### src/hw/uisl_cfg.svh
`ifndef UISL_CFG_SVH
`define UISL_CFG_SVH
`define UISL_NUM_SRC 8
`define UISL_OFF_RAW 12'h02C
`define UISL_OFF_IER 12'h020
`define UISL_OFF_IDR 12'h024
`define UISL_OFF_IMR 12'h028
`define UISL_OFF_ISC 12'h030
`define UISL_RAW_RESET 8'h02
`define UISL_MASK_RESET 8'h00
`define UISL_PEND_RESET 8'h00
`define UISL_BIT_RX_AVAIL 0
`define UISL_BIT_TX_EMPTY 1
`define UISL_BIT_LINE_STATUS 2
`define UISL_BIT_MODEM_CHANGE 3
`define UISL_BIT_CHAR_TIMEOUT 4
`define UISL_BIT_BUSY 5
`define UISL_BIT_AUTOBAUD_DONE 6
`define UISL_BIT_AUTOBAUD_TIMEOUT 7
`endif

### src/hw/uisl_pkg.sv
package uisl_pkg;
	typedef logic [7:0] uisl_src_t;
	typedef struct packed
	{
		logic autobaud_timeout;
		logic autobaud_done;
		logic busy;
		logic char_timeout;
		logic modem_change;
		logic line_status;
		logic tx_empty;
		logic rx_avail;
	} uisl_src_s;
	typedef struct packed
	{
		logic psel;
		logic penable;
		logic pwrite;
		logic [11:0] paddr;
		logic [31:0] pwdata;
	} uisl_apb_req_s;
	typedef struct packed
	{
		logic [31:0] prdata;
		logic pready;
		logic pslverr;
	} uisl_apb_rsp_s;
endpackage

### src/hw/uisl_src_bit.sv
`timescale 1ns/1ns
`default_nettype none
// one interrupt source: raw, mask state and pending flag
module uisl_src_bit #(
	parameter logic RAW_RESET = 1'b0
) (
	input wire logic pclk,
	input wire logic presetn,
	input wire logic event_level,
	input wire logic enable_set,
	input wire logic disable_set,
	input wire logic clear_set,
	output logic raw,
	output logic mask_bit,
	output logic pending
);
	typedef struct packed
	{
		logic raw;
		logic mask_bit;
		logic pending;
	} uisl_bit_s;
	uisl_bit_s state;
	uisl_bit_s next_state;
	always_comb
	begin
		next_state = state;
		next_state.raw = event_level; // [RULE4] [RULE6]
		if (enable_set)
			next_state.mask_bit = 1'b1; // [RULE12]
		else if (disable_set)
			next_state.mask_bit = 1'b0; // [RULE13]
		if (clear_set)
			next_state.pending = 1'b0; // [RULE8]
		if (event_level && state.mask_bit)
			next_state.pending = 1'b1; // [RULE7] set wins over clear
		if (!state.mask_bit)
			next_state.pending = 1'b0; // [RULE7] masked reads zero
	end
	always_ff @(posedge pclk or negedge presetn)
	begin
		if (!presetn)
			state <= {RAW_RESET, 1'b0, 1'b0}; // [RULE3] [RULE5] [RULE9]
		else
			state <= next_state;
	end
	assign raw = state.raw;
	assign mask_bit = state.mask_bit;
	assign pending = state.pending;
endmodule
`default_nettype wire

### src/hw/uisl_top.sv
// Overview of operation
// RULE1: mask-state register shows one enable bit per source, bits 7 down to 0.
// RULE2: bits 31 to 8 of every interrupt register read zero, ignore writes.
// RULE3: after reset all mask-state bits are zero, all sources masked.
// RULE4: raw status at 0x2C shows each source event regardless of mask.
// RULE5: raw tx-empty bit resets to one, other raw bits to zero.
// RULE6: raw rx-available bit is one while received data is available.
// RULE7: pending bit is one only when source signalled and source enabled.
// RULE8: writing one to a pending bit clears it, others unchanged.
// RULE9: all pending bits reset to zero, including tx-empty.
// RULE10: character timeout reports at pending bit 4 when enabled.
// RULE11: modem status at pending bit 3, line status at bit 2.
// RULE12: writing one to enable register sets mask-state bit; zero ignored.
// RULE13: writing one to disable register clears mask-state bit.
// RULE14: one level interrupt output high while any pending bit is set.
`include "uisl_cfg.svh"
`timescale 1ns/1ns
`default_nettype none
module uisl_top (
	input wire logic pclk,
	input wire logic presetn,
	input wire logic psel,
	input wire logic penable,
	input wire logic pwrite,
	input wire logic [11:0] paddr,
	input wire logic [31:0] pwdata,
	output logic [31:0] prdata,
	output logic pready,
	output logic pslverr,
	input wire uisl_pkg::uisl_src_s src_event,
	output logic irq
);
	import uisl_pkg::*;
	typedef struct packed
	{
		logic [31:0] prdata;
		logic pslverr;
		logic irq;
	} uisl_top_s;
	uisl_top_s state;
	uisl_top_s next_state;
	uisl_src_t raw;
	uisl_src_t mask_bits;
	uisl_src_t pending;
	uisl_src_t enable_set;
	uisl_src_t disable_set;
	uisl_src_t clear_set;
	uisl_src_t event_vec;
	logic wr_access;
	logic rd_setup;
	logic addr_ok;
	// per-bit reset value of the raw flags, taken one bit at a time
	localparam uisl_src_t RAW_RST = `UISL_RAW_RESET;
	assign event_vec = src_event;
	assign wr_access = psel && penable && pwrite;
	assign rd_setup = psel && !penable && !pwrite;
	always_comb
	begin
		case (paddr)
			`UISL_OFF_IER, `UISL_OFF_IDR, `UISL_OFF_IMR, `UISL_OFF_RAW, `UISL_OFF_ISC:
				addr_ok = 1'b1;
			default:
				addr_ok = 1'b0;
		endcase
	end
	// only bits 7:0 are decoded; upper write bits are dropped [RULE2]
	assign enable_set = (wr_access && paddr == `UISL_OFF_IER) ? pwdata[7:0] : 8'h00; // [RULE12]
	assign disable_set = (wr_access && paddr == `UISL_OFF_IDR) ? pwdata[7:0] : 8'h00; // [RULE13]
	assign clear_set = (wr_access && paddr == `UISL_OFF_ISC) ? pwdata[7:0] : 8'h00; // [RULE8]
	genvar i;
	generate
		for (i = 0; i < `UISL_NUM_SRC; i++)
		begin : g_src
			uisl_src_bit #(
				.RAW_RESET(RAW_RST[i])
			) u_bit (
				.pclk(pclk),
				.presetn(presetn),
				.event_level(event_vec[i]),
				.enable_set(enable_set[i]),
				.disable_set(disable_set[i]),
				.clear_set(clear_set[i]),
				.raw(raw[i]),
				.mask_bit(mask_bits[i]),
				.pending(pending[i])
			); // [RULE10] [RULE11]
		end
	endgenerate
	always_comb
	begin
		next_state = state;
		next_state.irq = |pending; // [RULE14]
		if (rd_setup)
		begin
			next_state.prdata = 32'h0000_0000;
			case (paddr)
				`UISL_OFF_IMR:
					next_state.prdata = {24'h00_0000, mask_bits}; // [RULE1] [RULE2]
				`UISL_OFF_RAW:
					next_state.prdata = {24'h00_0000, raw}; // [RULE4]
				`UISL_OFF_ISC:
					next_state.prdata = {24'h00_0000, pending}; // [RULE7]
				default:
					next_state.prdata = 32'h0000_0000;
			endcase
		end
		if (psel && !penable)
			next_state.pslverr = !addr_ok;
	end
	always_ff @(posedge pclk or negedge presetn)
	begin
		if (!presetn)
			state <= '0;
		else
			state <= next_state;
	end
	assign prdata = state.prdata;
	assign pslverr = state.pslverr && psel && penable;
	assign pready = 1'b1;
	assign irq = state.irq;
endmodule
`default_nettype wire

### config.mk
export PLATFORM = sky130hd
export DESIGN_NAME = uisl_top
export DESIGN_NICKNAME = d
export VERILOG_FILES = /design/src/hw/uisl_pkg.sv /design/src/hw/uisl_src_bit.sv /design/src/hw/uisl_top.sv
export VERILOG_INCLUDE_DIRS = /design/src /design/src/hw
export SDC_FILE = /design/constraint.sdc
export NUM_CORES = 1
export LEC_CHECK = 0
export BUFFER_PORTS_ARGS = -buffer_cell sky130_fd_sc_hd__buf_2
export CAP_MARGIN = 0
export CELL_PAD_IN_SITES_DETAIL_PLACEMENT = 0
export CELL_PAD_IN_SITES_GLOBAL_PLACEMENT = 1
export CORE_UTILIZATION = 23
export CTS_BUF_LIST = sky130_fd_sc_hd__clkbuf_2
export DETAILED_ROUTE_END_ITERATION = 10
export PLACE_DENSITY = 0.58
export SYNTH_ARGS = -nofsm -noshare
export SYNTH_HDL_FRONTEND = slang
export SYNTH_SLANG_ARGS = --single-unit
export TNS_END_PERCENT = 1
### constraint.sdc
create_clock -name pclk -period 1.2 [get_ports pclk]
set_clock_uncertainty 0.1 [all_clocks]
set_input_delay 0.06 -clock pclk [delete_from_list [all_inputs] [get_ports pclk]]
set_output_delay 0.06 -clock pclk [all_outputs]
set_load 0.02 [all_outputs]
==> metrics.cfg, run 1 <==
[worst_setup_path]
cpPeakStageDelay_ns=0.49
rr_worst_depth=3
cp.buffers_inverters=1
crit_family=simple AND/OR/NAND/NOR gates
crit_path_end_kind=register
required_ns=1.41
cp_max_fo=8
path_cells=buf_6 -> or3b_4 -> or3_4 -> or4_4 -> o21ai_1
path_class=primary input to register
worstSetupStartpointType=primary input
crit_slowest_cell=or4_4
reg2reg_slack_ns=0.01
cp.depth=5
worst_ep_arrival_time_ns=1.54

[power_and_ir_drop]
power_density_nw_per_um2=952
p_total_mw=2.25
leakagePower_nw=1.15
vdd_ir_drop_max_v=0.000373

[global_routing]
grt_pass1_vias=1487
grt_first_pass_wirelength_um=7390
grtUsageTotal=0.118
grt_start_max_net_pins=35
grt_overflow=0
antenna_found_initial=0

[place]
place_area_um2=2090
place_hpwl_um=3270
port_buffers=42
place_congestion=0.722
dp_worst_setup_slack_ns=-0.572

[min_path]
hold_path.class=primary input to register
min_path_cells=4

[yosys]
synth_top_area_frac=0.465
synth_commonest_cells=buf_4 (33), dfrtp_1 (33), nand2_1 (19)
ys_seq_elements=34
async_flop_share=1.00
synthFlopType=dfrtp_1
syn_area_per_cell_um2=10.1
syn_inst=176
ys_top_cells_by_area=dfrtp_1 (47%), buf_4 (14%), nand2_1 (4.0%), a22o_1 (3.9%), a41oi_1 (3.9%)
synth_enable_flop_cells=0
yosysWarnings=0
netlist_area_um2=1780
synth_cell_types=32
synth.yosys.seq_area_share=0.480
synth_top_cell_by_area=dfrtp_1

[timing]
final.min_clock_period_ns=1.33
post-route-period-util=1.11
slew_viol_final=0
worst_pin_slew_ns=0.669
rsz0062_at_grt=yes
max_freq_mhz=752
finalHoldViolCount=0
setup_viol=18
setup_ws_ns=-0.130
slew_headroom=0.553

[die]
die-area_um2=8070
rows=31
die_x_um=89.9
core-area_um2=7370
start_util=0.241
fp.dieH_um=89.9
io_pins=92

[clock_tree]
clkSlewWorstSetupHoldPaths_ns=0.17
clk_latency_ns=0.38
ctsLongestPathBuffers=2
clockRootBuffer=clkbuf_2
cts_sinks=34
cts-buffers-inserted=5
cts_tree=yes
cts_setup_buffers=0
htree_levels=2

[job]
maxCapViolations=0

[final_layout]
seq_area_um2=852
multiInputGateArea_um2=711
fill_cells=808
design_area_um2=2360
fin_nets=304
drive_above_1_share=0.319
n_antenna_cell=0
syn_to_final_growth_pct=32.9

[drt]
drtPass1Iterations=4
via_count=1437
drt-vias-per-instance=4.14
routed_wl_um=4430
wl_per_cell_um=12.8
drt-initial-drc-count=61
drc=0
final_antenna_net_count=0

[outcome]
violations=setup timing
outcome=finished with violations

## placed cells by master, fill, tap and decap left out, drive strengths merged, types with 2 or more instances in the layout
master        n
a22o          8
a22oi         8
a2bb2oi       7
a41oi         8
buf          61
clkbuf        7
conb         25
dfrtp        33
dlygate4sd3  19
inv           9
nand2        19
nor2          6
nor2b         3
nor4          3
o21ai        17
or4           2
## metrics by stage
step / std cells / util / TNS (ns) / hold slack [ns]
2_1_floorplan: 199 / - / -9.95 / -0.336
3_3_place_gp: 320 / 0.283 / -12.59 / -0.0628
3_5_place_dp: 320 / 0.283 / -12.98 / -0.0670
4_1_cts: 347 / 0.319 / -1.51 / -0.000207
5_1_grt: 347 / 0.320 / -2.09 / 0.0136
6_report: 347 / 0.320 / -1.53 / 0.0158
## cell type report
class                           count  area share
Clock buffer                        7      0.0148
Clock inverter                      1      0.0127
Inverter                            9      0.0143
Multi-Input combinational cell    117       0.301
Sequential cell                    34       0.361
Tap cell                           99      0.0525
Timing Repair Buffer               80       0.243
## power by group
part	leakage [nW]	switching [mW]	internal, mW
Combinational	0.657	0.188	0.135
Clock	0.0432	0.384	0.372
Sequential	0.450	0.00482	1.16
## registers in the layout, summed over array words and instances, names as in the netlist
name and count:
g_src.u_bit.raw 8, prdata 8, irq 1, g_src.u_bit.pending 8
state 1, g_src.u_bit.mask_bit 8
## cell families (layout without fill, tap and decap cells)
logic type / after synthesis / after routing / share of synthesized area
AND/OR/NAND/NOR: 41 / 41 / 0.131
other: 2 / 25 / 0.00423
buffers and inverters: 48 / 97 / 0.175
flip-flops: 34 / 34 / 0.480
AO/OA/AOI/OAI: 51 / 51 / 0.209
## worst paths after layout
kind                                                end                                start
max in group asynchronous  g_src[1].u_bit.raw$_DFF_PN1_                              presetn
min in group asynchronous          state[1]$_DFFE_PN0P_                              presetn
setup reg to reg                  prdata[1]$_DFFE_PN0P_  g_src[1].u_bit.mask_bit$_DFFE_PN0P_
setup / recovery                  prdata[5]$_DFFE_PN0P_                             paddr[0]
hold / removal                    prdata[0]$_DFFE_PN0P_                            paddr[11]
hold reg to reg                   prdata[0]$_DFFE_PN0P_                prdata[0]$_DFFE_PN0P_
## tightest hold or removal path: stages
cell and delay [ns]:
buf_2 0.09, or3_4 0.12, or4_4 0.16, o21ai_2 0.05
## per-layer routing
layer,up-vias,global-route usage,share of wire
met4,0,0.0403,0.010
met2,42,0.188,0.47
met1,675,0.153,0.48
met5,-,0,0
li1,713,-,-
met3,7,0.0338,0.048
## repair_timing
action                                  in CTS  in global routing
gates resized for setup                      2                  3
hold buffers                                19                  0
pin swaps                                    1                  1
hold endpoints to repair                    60                  0
endpoints found under the setup margin      25                 23
No activity file was read; power rests on OpenSTA's default activity.
==> run 2, diff against run 1 <==
ABC_AREA = 1   (was unset)
PLACE_DENSITY = 0.59   (was 0.58)
==> run 2 against run 1 <==
Compared with the run above:
- the run now ends clean
- first-iteration DRC count grew 21%
- clock-buffer cell count is the same
- combinational power shrank 2%
- maximum frequency grew 11%
- non-clock buffer count shrank 5
- clock power shrank 28%
- critical endpoint is now pslverr
- largest power group unchanged
==> metrics.cfg, run 2 <==
[outcome]
outcome=finished clean  ; was finished with violations

[drt]
wl_per_cell_um=10.9  ; was 12.8 µm
via_count=1683  ; was 1437
drc=0  ; unchanged
final_antenna_net_count=0  ; unchanged
drt-initial-drc-count=74  ; was 61
drtPass1Iterations=4  ; unchanged
routed_wl_um=4690  ; was 4430 µm
drt-vias-per-instance=3.92  ; was 4.14

[clock_tree]
clockRootBuffer=clkbuf_2  ; unchanged
clkSlewWorstSetupHoldPaths_ns=0.18  ; was 0.17 ns
ctsLongestPathBuffers=2  ; unchanged
cts_sinks=34  ; unchanged
htree_levels=2  ; unchanged
cts_tree=yes  ; unchanged
cts-buffers-inserted=5  ; unchanged
clk_latency_ns=0.37  ; was 0.38 ns

[final_layout]
fin_nets=380  ; was 304
n_antenna_cell=0  ; unchanged
final_cell_mix=nand2_1 (61), buf_2 (41), inv_1 (36), nand3_1 (34), dfrtp_1 (33)  ; was buf_2 (41), dfrtp_1 (33), conb_1 (25), dlygate4sd3_1 (19)
fill_cells=925  ; was 808
design_area_um2=2500  ; was 2360 µm²
multiInputGateArea_um2=790  ; was 711 µm²
seq_area_um2=852  ; unchanged
layout_commonest_cell=nand2_1  ; was buf_2
drive_above_1_share=0.241  ; was 0.319
syn_to_final_growth_pct=27.3  ; was 32.9%
fin_util=0.303  ; was 0.320

[power_and_ir_drop]
leakagePower_nw=1.36  ; was 1.15 nW
p_sw_frac=0.288  ; was 0.257
p_int_mw=1.45  ; was 1.67 mW
switchingPower_mw=0.586  ; was 0.577 mW
p_clk_frac=0.266  ; was 0.336
p_total_mw=2.03  ; was 2.25 mW
vdd_ir_drop_max_v=0.000231  ; was 0.000373 V
combPwrFrac=0.157  ; was 0.144
seq_power_share=0.576  ; was 0.520
power_density_nw_per_um2=812  ; was 952 nW/µm²

[yosys]
netlist_area_um2=1970  ; was 1780 µm²
syn_area_per_cell_um2=7.72  ; was 10.1 µm²
synth_commonest_cells=nand2_1 (61), inv_1 (36), buf_4 (34), nand3_1 (34), dfrtp_1 (33)  ; was buf_4 (33), dfrtp_1 (33), nand2_1 (19)
synth_top_area_frac=0.420  ; was 0.465
synth_top_cell_by_area=dfrtp_1  ; unchanged
synth.yosys.seq_area_share=0.433  ; was 0.480
post-synth-top-count-cell=nand2_1
synth_cell_types=20  ; was 32
synth_enable_flop_cells=0  ; unchanged
synthFlopType=dfrtp_1  ; unchanged
ys_top_cells_by_area=dfrtp_1 (42%), buf_4 (13%), nand2_1 (12%), nand3_1 (8.6%), inv_1 (6.9%)  ; was dfrtp_1 (47%), buf_4 (14%), nand2_1 (4.0%), a22o_1 (3.9%), a41oi_1 (3.9%)
yosysWarnings=0  ; unchanged
syn_inst=255  ; was 176
ys_seq_elements=34  ; unchanged
async_flop_share=1.00  ; unchanged

[die]
core-area_um2=8260  ; was 7370 µm²
fp.dieH_um=94.5  ; was 89.9 µm
start_util=0.238  ; was 0.241
die_x_um=94.5  ; was 89.9 µm
rows=33  ; was 31
io_pins=92  ; unchanged
die-area_um2=8930  ; was 8070 µm²

[place]
place_area_um2=2250  ; was 2090 µm²
dp_worst_setup_slack_ns=-0.0394  ; was -0.572 ns
place_congestion=0.769  ; was 0.722
port_buffers=42  ; unchanged
place_hpwl_um=3460  ; was 3270 µm

[job]
maxCapViolations=0  ; unchanged

[timing]
fin_setup_tns_ns=0  ; was -1.53 ns
rsz0062_at_grt=yes  ; unchanged
final.min_clock_period_ns=1.20  ; was 1.33 ns
setup_ws_ns=0.00233  ; was -0.130 ns
slew_viol_final=0  ; unchanged
setup_viol=0  ; was 18
max_freq_mhz=835  ; was 752 MHz
finalHoldViolCount=0  ; unchanged
post-route-period-util=0.998  ; was 1.11

[worst_setup_path]
worst_ep_arrival_time_ns=1.04  ; was 1.54 ns
path_class=register to primary output  ; was primary input to register
cp_max_fo=2  ; was 8
rr_worst_depth=2  ; was 3
path_cells=inv_1 -> nor2_1 -> buf_4  ; was buf_6 -> or3b_4 -> or3_4 -> or4_4 -> o21ai_1
worstSetupStartpointType=register  ; was primary input
cpPeakStageDelay_ns=0.42  ; was 0.49 ns
required_ns=1.04  ; was 1.41 ns
endpoint=pslverr  ; was prdata[5]$_DFFE_PN0P_
r2r_start=g_src[3].u_bit.pending$_DFFE_PN0P_  ; was g_src[1].u_bit.mask_bit$_DFFE_PN0P_
reg2reg_slack_ns=0.13  ; was 0.01 ns
crit_path_end_kind=primary output  ; was register
crit_slowest_cell=dfrtp_1  ; was or4_4
crit_start=state[1]$_DFFE_PN0P_  ; was paddr[0]
r2r_end=irq$_DFF_PN0_  ; was prdata[1]$_DFFE_PN0P_

[global_routing]
grt_start_max_net_pins=35  ; unchanged
grtUsageTotal=0.119  ; was 0.118
grt_first_pass_wirelength_um=7980  ; was 7390 µm
grt_overflow=0  ; unchanged
antenna_found_initial=0  ; unchanged
grt_pass1_vias=1673  ; was 1487

[min_path]
hold_path.class=primary input to asynchronous set/reset pin  ; was primary input to register

-- run 2: worst min path at each step --
stage | slack (ns) | cells past startpoint | endpoint | start
3_3_place_gp | -0.06 | 2 | prdata[7]$_DFFE_PN0P_ | presetn
6_report | 0.04 | 3 | prdata[7]$_DFFE_PN0P_ | presetn
2_1_floorplan | -0.34 | 0 | g_src[0].u_bit.mask_bit$_DFFE_PN0P_ | presetn
5_1_grt | 0.04 | 3 | prdata[7]$_DFFE_PN0P_ | presetn
3_5_place_dp | -0.07 | 2 | prdata[7]$_DFFE_PN0P_ | presetn
4_1_cts | 0.02 | 3 | prdata[7]$_DFFE_PN0P_ | presetn
-- run 2: logic make-up after synthesis --
logic type             after synthesis  share of synthesized area
buffers and inverters               75                      0.210
AO/OA/AOI/OAI                       17                     0.0432
other                                2                    0.00382
flip-flops                          34                      0.433
AND/OR/NAND/NOR                    127                      0.310
-- run 2: worst max-delay path, delay by kind of cell, from the launching register on --
kind	cells	cell delay (ns)
flops	1	0.42
buf+inv	2	0.21
simple gates	1	0.03
-- run 2: cell type report --
class                           count  area share
Clock buffer                        7      0.0140
Tap cell                          105      0.0524
Sequential cell                    34       0.340
Timing Repair Buffer               75       0.220
Clock inverter                      1     0.00150
Multi-Input combinational cell    169       0.315
Inverter                           38      0.0569
-- run 2: metrics by stage --
stage | hold slack [ns] | std cells
6_report | 0.0382 | 429
5_1_grt | 0.0358 | 429
4_1_cts | 0.0187 | 429
3_5_place_dp | -0.0651 | 400
3_3_place_gp | -0.0615 | 400
2_1_floorplan | -0.336 | 278
-- run 2: layer usage --
metal,up-vias,share of wire,wire (µm),GRT usage
li1,888,-,-,-
met1,753,0.47,2200,0.145
met2,37,0.48,2260,0.209
met3,5,0.035,166,0.0242
met4,0,0.013,59,0.0379
met5,-,0,0,0
-- run 2: power by group through the flow --
stage               Sequential (mW)  Combinational, mW  Clock (mW)
finish                         1.17              0.319       0.542
global route                   1.17              0.357       0.616
CTS                            1.17              0.323       0.570
detailed placement             1.19              0.270           0
global placement               1.19              0.268           0
floorplan                      1.19              0.197           0
-- run 2: timing repair --
item / in CTS / in global routing
hold buffers: 21 / 0
endpoints found under the hold margin: 67 / 0
setup endpoints to repair: 1 / 1
pin swaps: 1 / 0
resized for setup: 1 / 0
setup buffers: 0 / 0
==> run 3, diff against run 2 <==
CTS_CLUSTER_SIZE = 30   (was unset)
PLACE_DENSITY = 0.61   (was 0.59)
SETUP_SLACK_MARGIN = 0.15   (was unset)
clock period = 1.05 ns   (was 1.2 ns; I/O delays follow)
==> run 3 against run 2 <==
Compared with the run above:
- largest cell class unchanged
- core utilization increased by 1.0 points
- critical endpoint unchanged
- the flow now finishes with violations (hold timing, setup timing)
- worst setup slack got worse by 0.14 ns
- die area unchanged
==> metrics.cfg, run 3 (synthesized netlist as in run 2, its figures left out) <==
[die]
die_x_um=94.5  ; unchanged
io_pins=92  ; unchanged
core-area_um2=8260  ; unchanged
fp.dieH_um=94.5  ; unchanged
rows=33  ; unchanged
start_util=0.238  ; unchanged
die-area_um2=8930  ; unchanged

[drt]
drt-vias-per-instance=4.06  ; was 3.92
via_count=1753  ; was 1683
final_antenna_net_count=0  ; unchanged
drtPass1Iterations=6  ; was 4
wl_per_cell_um=11.3  ; was 10.9 µm
drc=0  ; unchanged
routed_wl_um=4880  ; was 4690 µm
drt-initial-drc-count=74  ; unchanged

[timing]
finalHoldViolCount=8  ; was 0
slew_viol_final=0  ; unchanged
hold_ws_ns=-0.0301  ; was 0.0382 ns
setup_viol=10  ; was 0
fin_setup_tns_ns=-0.510  ; was 0 ns
post-route-period-util=1.13
rsz0062_at_grt=yes  ; unchanged
final.min_clock_period_ns=1.18
max_freq_mhz=845
setup_ws_ns=-0.133  ; was 0.00233 ns

[place]
place_hpwl_um=3780  ; was 3460 µm
place_congestion=0.752  ; was 0.769
dp_worst_setup_slack_ns=-0.168  ; was -0.0394 ns
port_buffers=42  ; unchanged

[global_routing]
grtUsageTotal=0.121  ; was 0.119
antenna_found_initial=0  ; unchanged
grt_first_pass_wirelength_um=8000  ; was 7980 µm
grt_start_max_net_pins=24  ; was 35
grt_pass1_vias=1664  ; was 1673
grt_overflow=0  ; unchanged

[worst_setup_path]
required_ns=0.90  ; was 1.04 ns
worst_ep_arrival_time_ns=1.03  ; was 1.04 ns
path_class=register to primary output  ; unchanged
worstSetupStartpointType=register  ; unchanged
crit_path_end_kind=primary output  ; unchanged
cp_max_fo=2  ; unchanged

[clock_tree]
clockRootBuffer=clkbuf_2  ; unchanged
clkSlewWorstSetupHoldPaths_ns=0.17  ; was 0.18 ns
clk_latency_ns=0.37  ; about the same
htree_levels=2  ; unchanged
cts-buffers-inserted=5  ; unchanged
cts_sinks=34  ; unchanged
ctsLongestPathBuffers=2  ; unchanged
hold_buffers=19  ; was 21
cts_tree=yes  ; unchanged

[power_and_ir_drop]
leakagePower_nw=1.40  ; was 1.36 nW
vdd_ir_drop_max_v=0.000314  ; was 0.000231 V
power_density_nw_per_um2=884  ; was 812 nW/µm²

[final_layout]
final_cell_mix=nand2_1 (60), buf_2 (38), inv_1 (35), dfrtp_1 (33), nand3_1 (29)  ; was nand2_1 (61), buf_2 (41), inv_1 (36), nand3_1 (34), dfrtp_1 (33)
fin_util=0.313  ; was 0.303
n_antenna_cell=0  ; unchanged
fin_nets=383  ; was 380
syn_to_final_growth_pct=31.5  ; was 27.3%
drive_above_1_share=0.275  ; was 0.241
layout_commonest_cell=nand2_1  ; unchanged

[outcome]
outcome=finished with violations  ; was finished clean
violations=hold timing, setup timing

[job]
maxCapViolations=0  ; unchanged

[min_path]
hold_path.class=primary input to register  ; was primary input to asynchronous set/reset pin

[run 3: what timing repair did]
action	4_1_cts	5_1_grt
pin swaps	20	21
endpoints found under the setup margin	16	23
resized for setup	4	15
endpoints found under the hold margin	67	21
setup buffers	0	0
[run 3: final timing paths]
kind | startpoint | depth (start not counted) | end | slack [ns]
max in group asynchronous | presetn | 3 | g_src[4].u_bit.raw$_DFF_PN0_ | 0.40
setup / recovery | state[1]$_DFFE_PN0P_ | 3 | pslverr | -0.13
hold / removal | pwrite | 5 | prdata[6]$_DFFE_PN0P_ | -0.03
setup reg to reg | g_src[4].u_bit.pending$_DFFE_PN0P_ | 2 | irq$_DFF_PN0_ | 0
min in group asynchronous | presetn | 2 | prdata[5]$_DFFE_PN0P_ | 0.01
hold reg to reg | prdata[0]$_DFFE_PN0P_ | 2 | prdata[0]$_DFFE_PN0P_ | 0.39
[run 3: cell type report]
type                       instances  area (µm²)
clock buffer                       5        25.0
tap                              105         131
timing repair buffer              78         589
inverter                          38         143
multi-input combinational        169         837
fill                             904        5670
sequential                        34         852
clock inverter                     3        11.3
[run 3: report_power, final]
part | leakage [nW] | switching, mW | total, mW | internal [mW]
combinational | 0.923 | 0.225 | 0.364 | 0.139
clock | 0.0255 | 0.438 | 0.580 | 0.142
sequential | 0.453 | 0.0111 | 1.34 | 1.33
[run 3: through the flow]
stage	std cells	total power [mW]	area (µm²)
floorplan	278	1.59	2060
global placement	405	1.67	2290
detailed placement	405	1.68	2290
CTS	432	2.32	2540
global route	432	2.42	2590
finish	432	2.29	2590
[run 3: worst max-delay path, cell delays in order, from the launching register on]
cell and delay (ns):
dfrtp_1 0.38, inv_1 0.04, nor2_1 0.09, buf_4 0.15
[run 3: per-layer routing]
layer | up-vias | wire length [µm] | track usage
li1 | 885 | - | -
met1 | 810 | 2360 | 0.153
met2 | 50 | 2240 | 0.205
met3 | 8 | 220 | 0.0290
met4 | 0 | 56 | 0.0379
met5 | - | 0 | 0
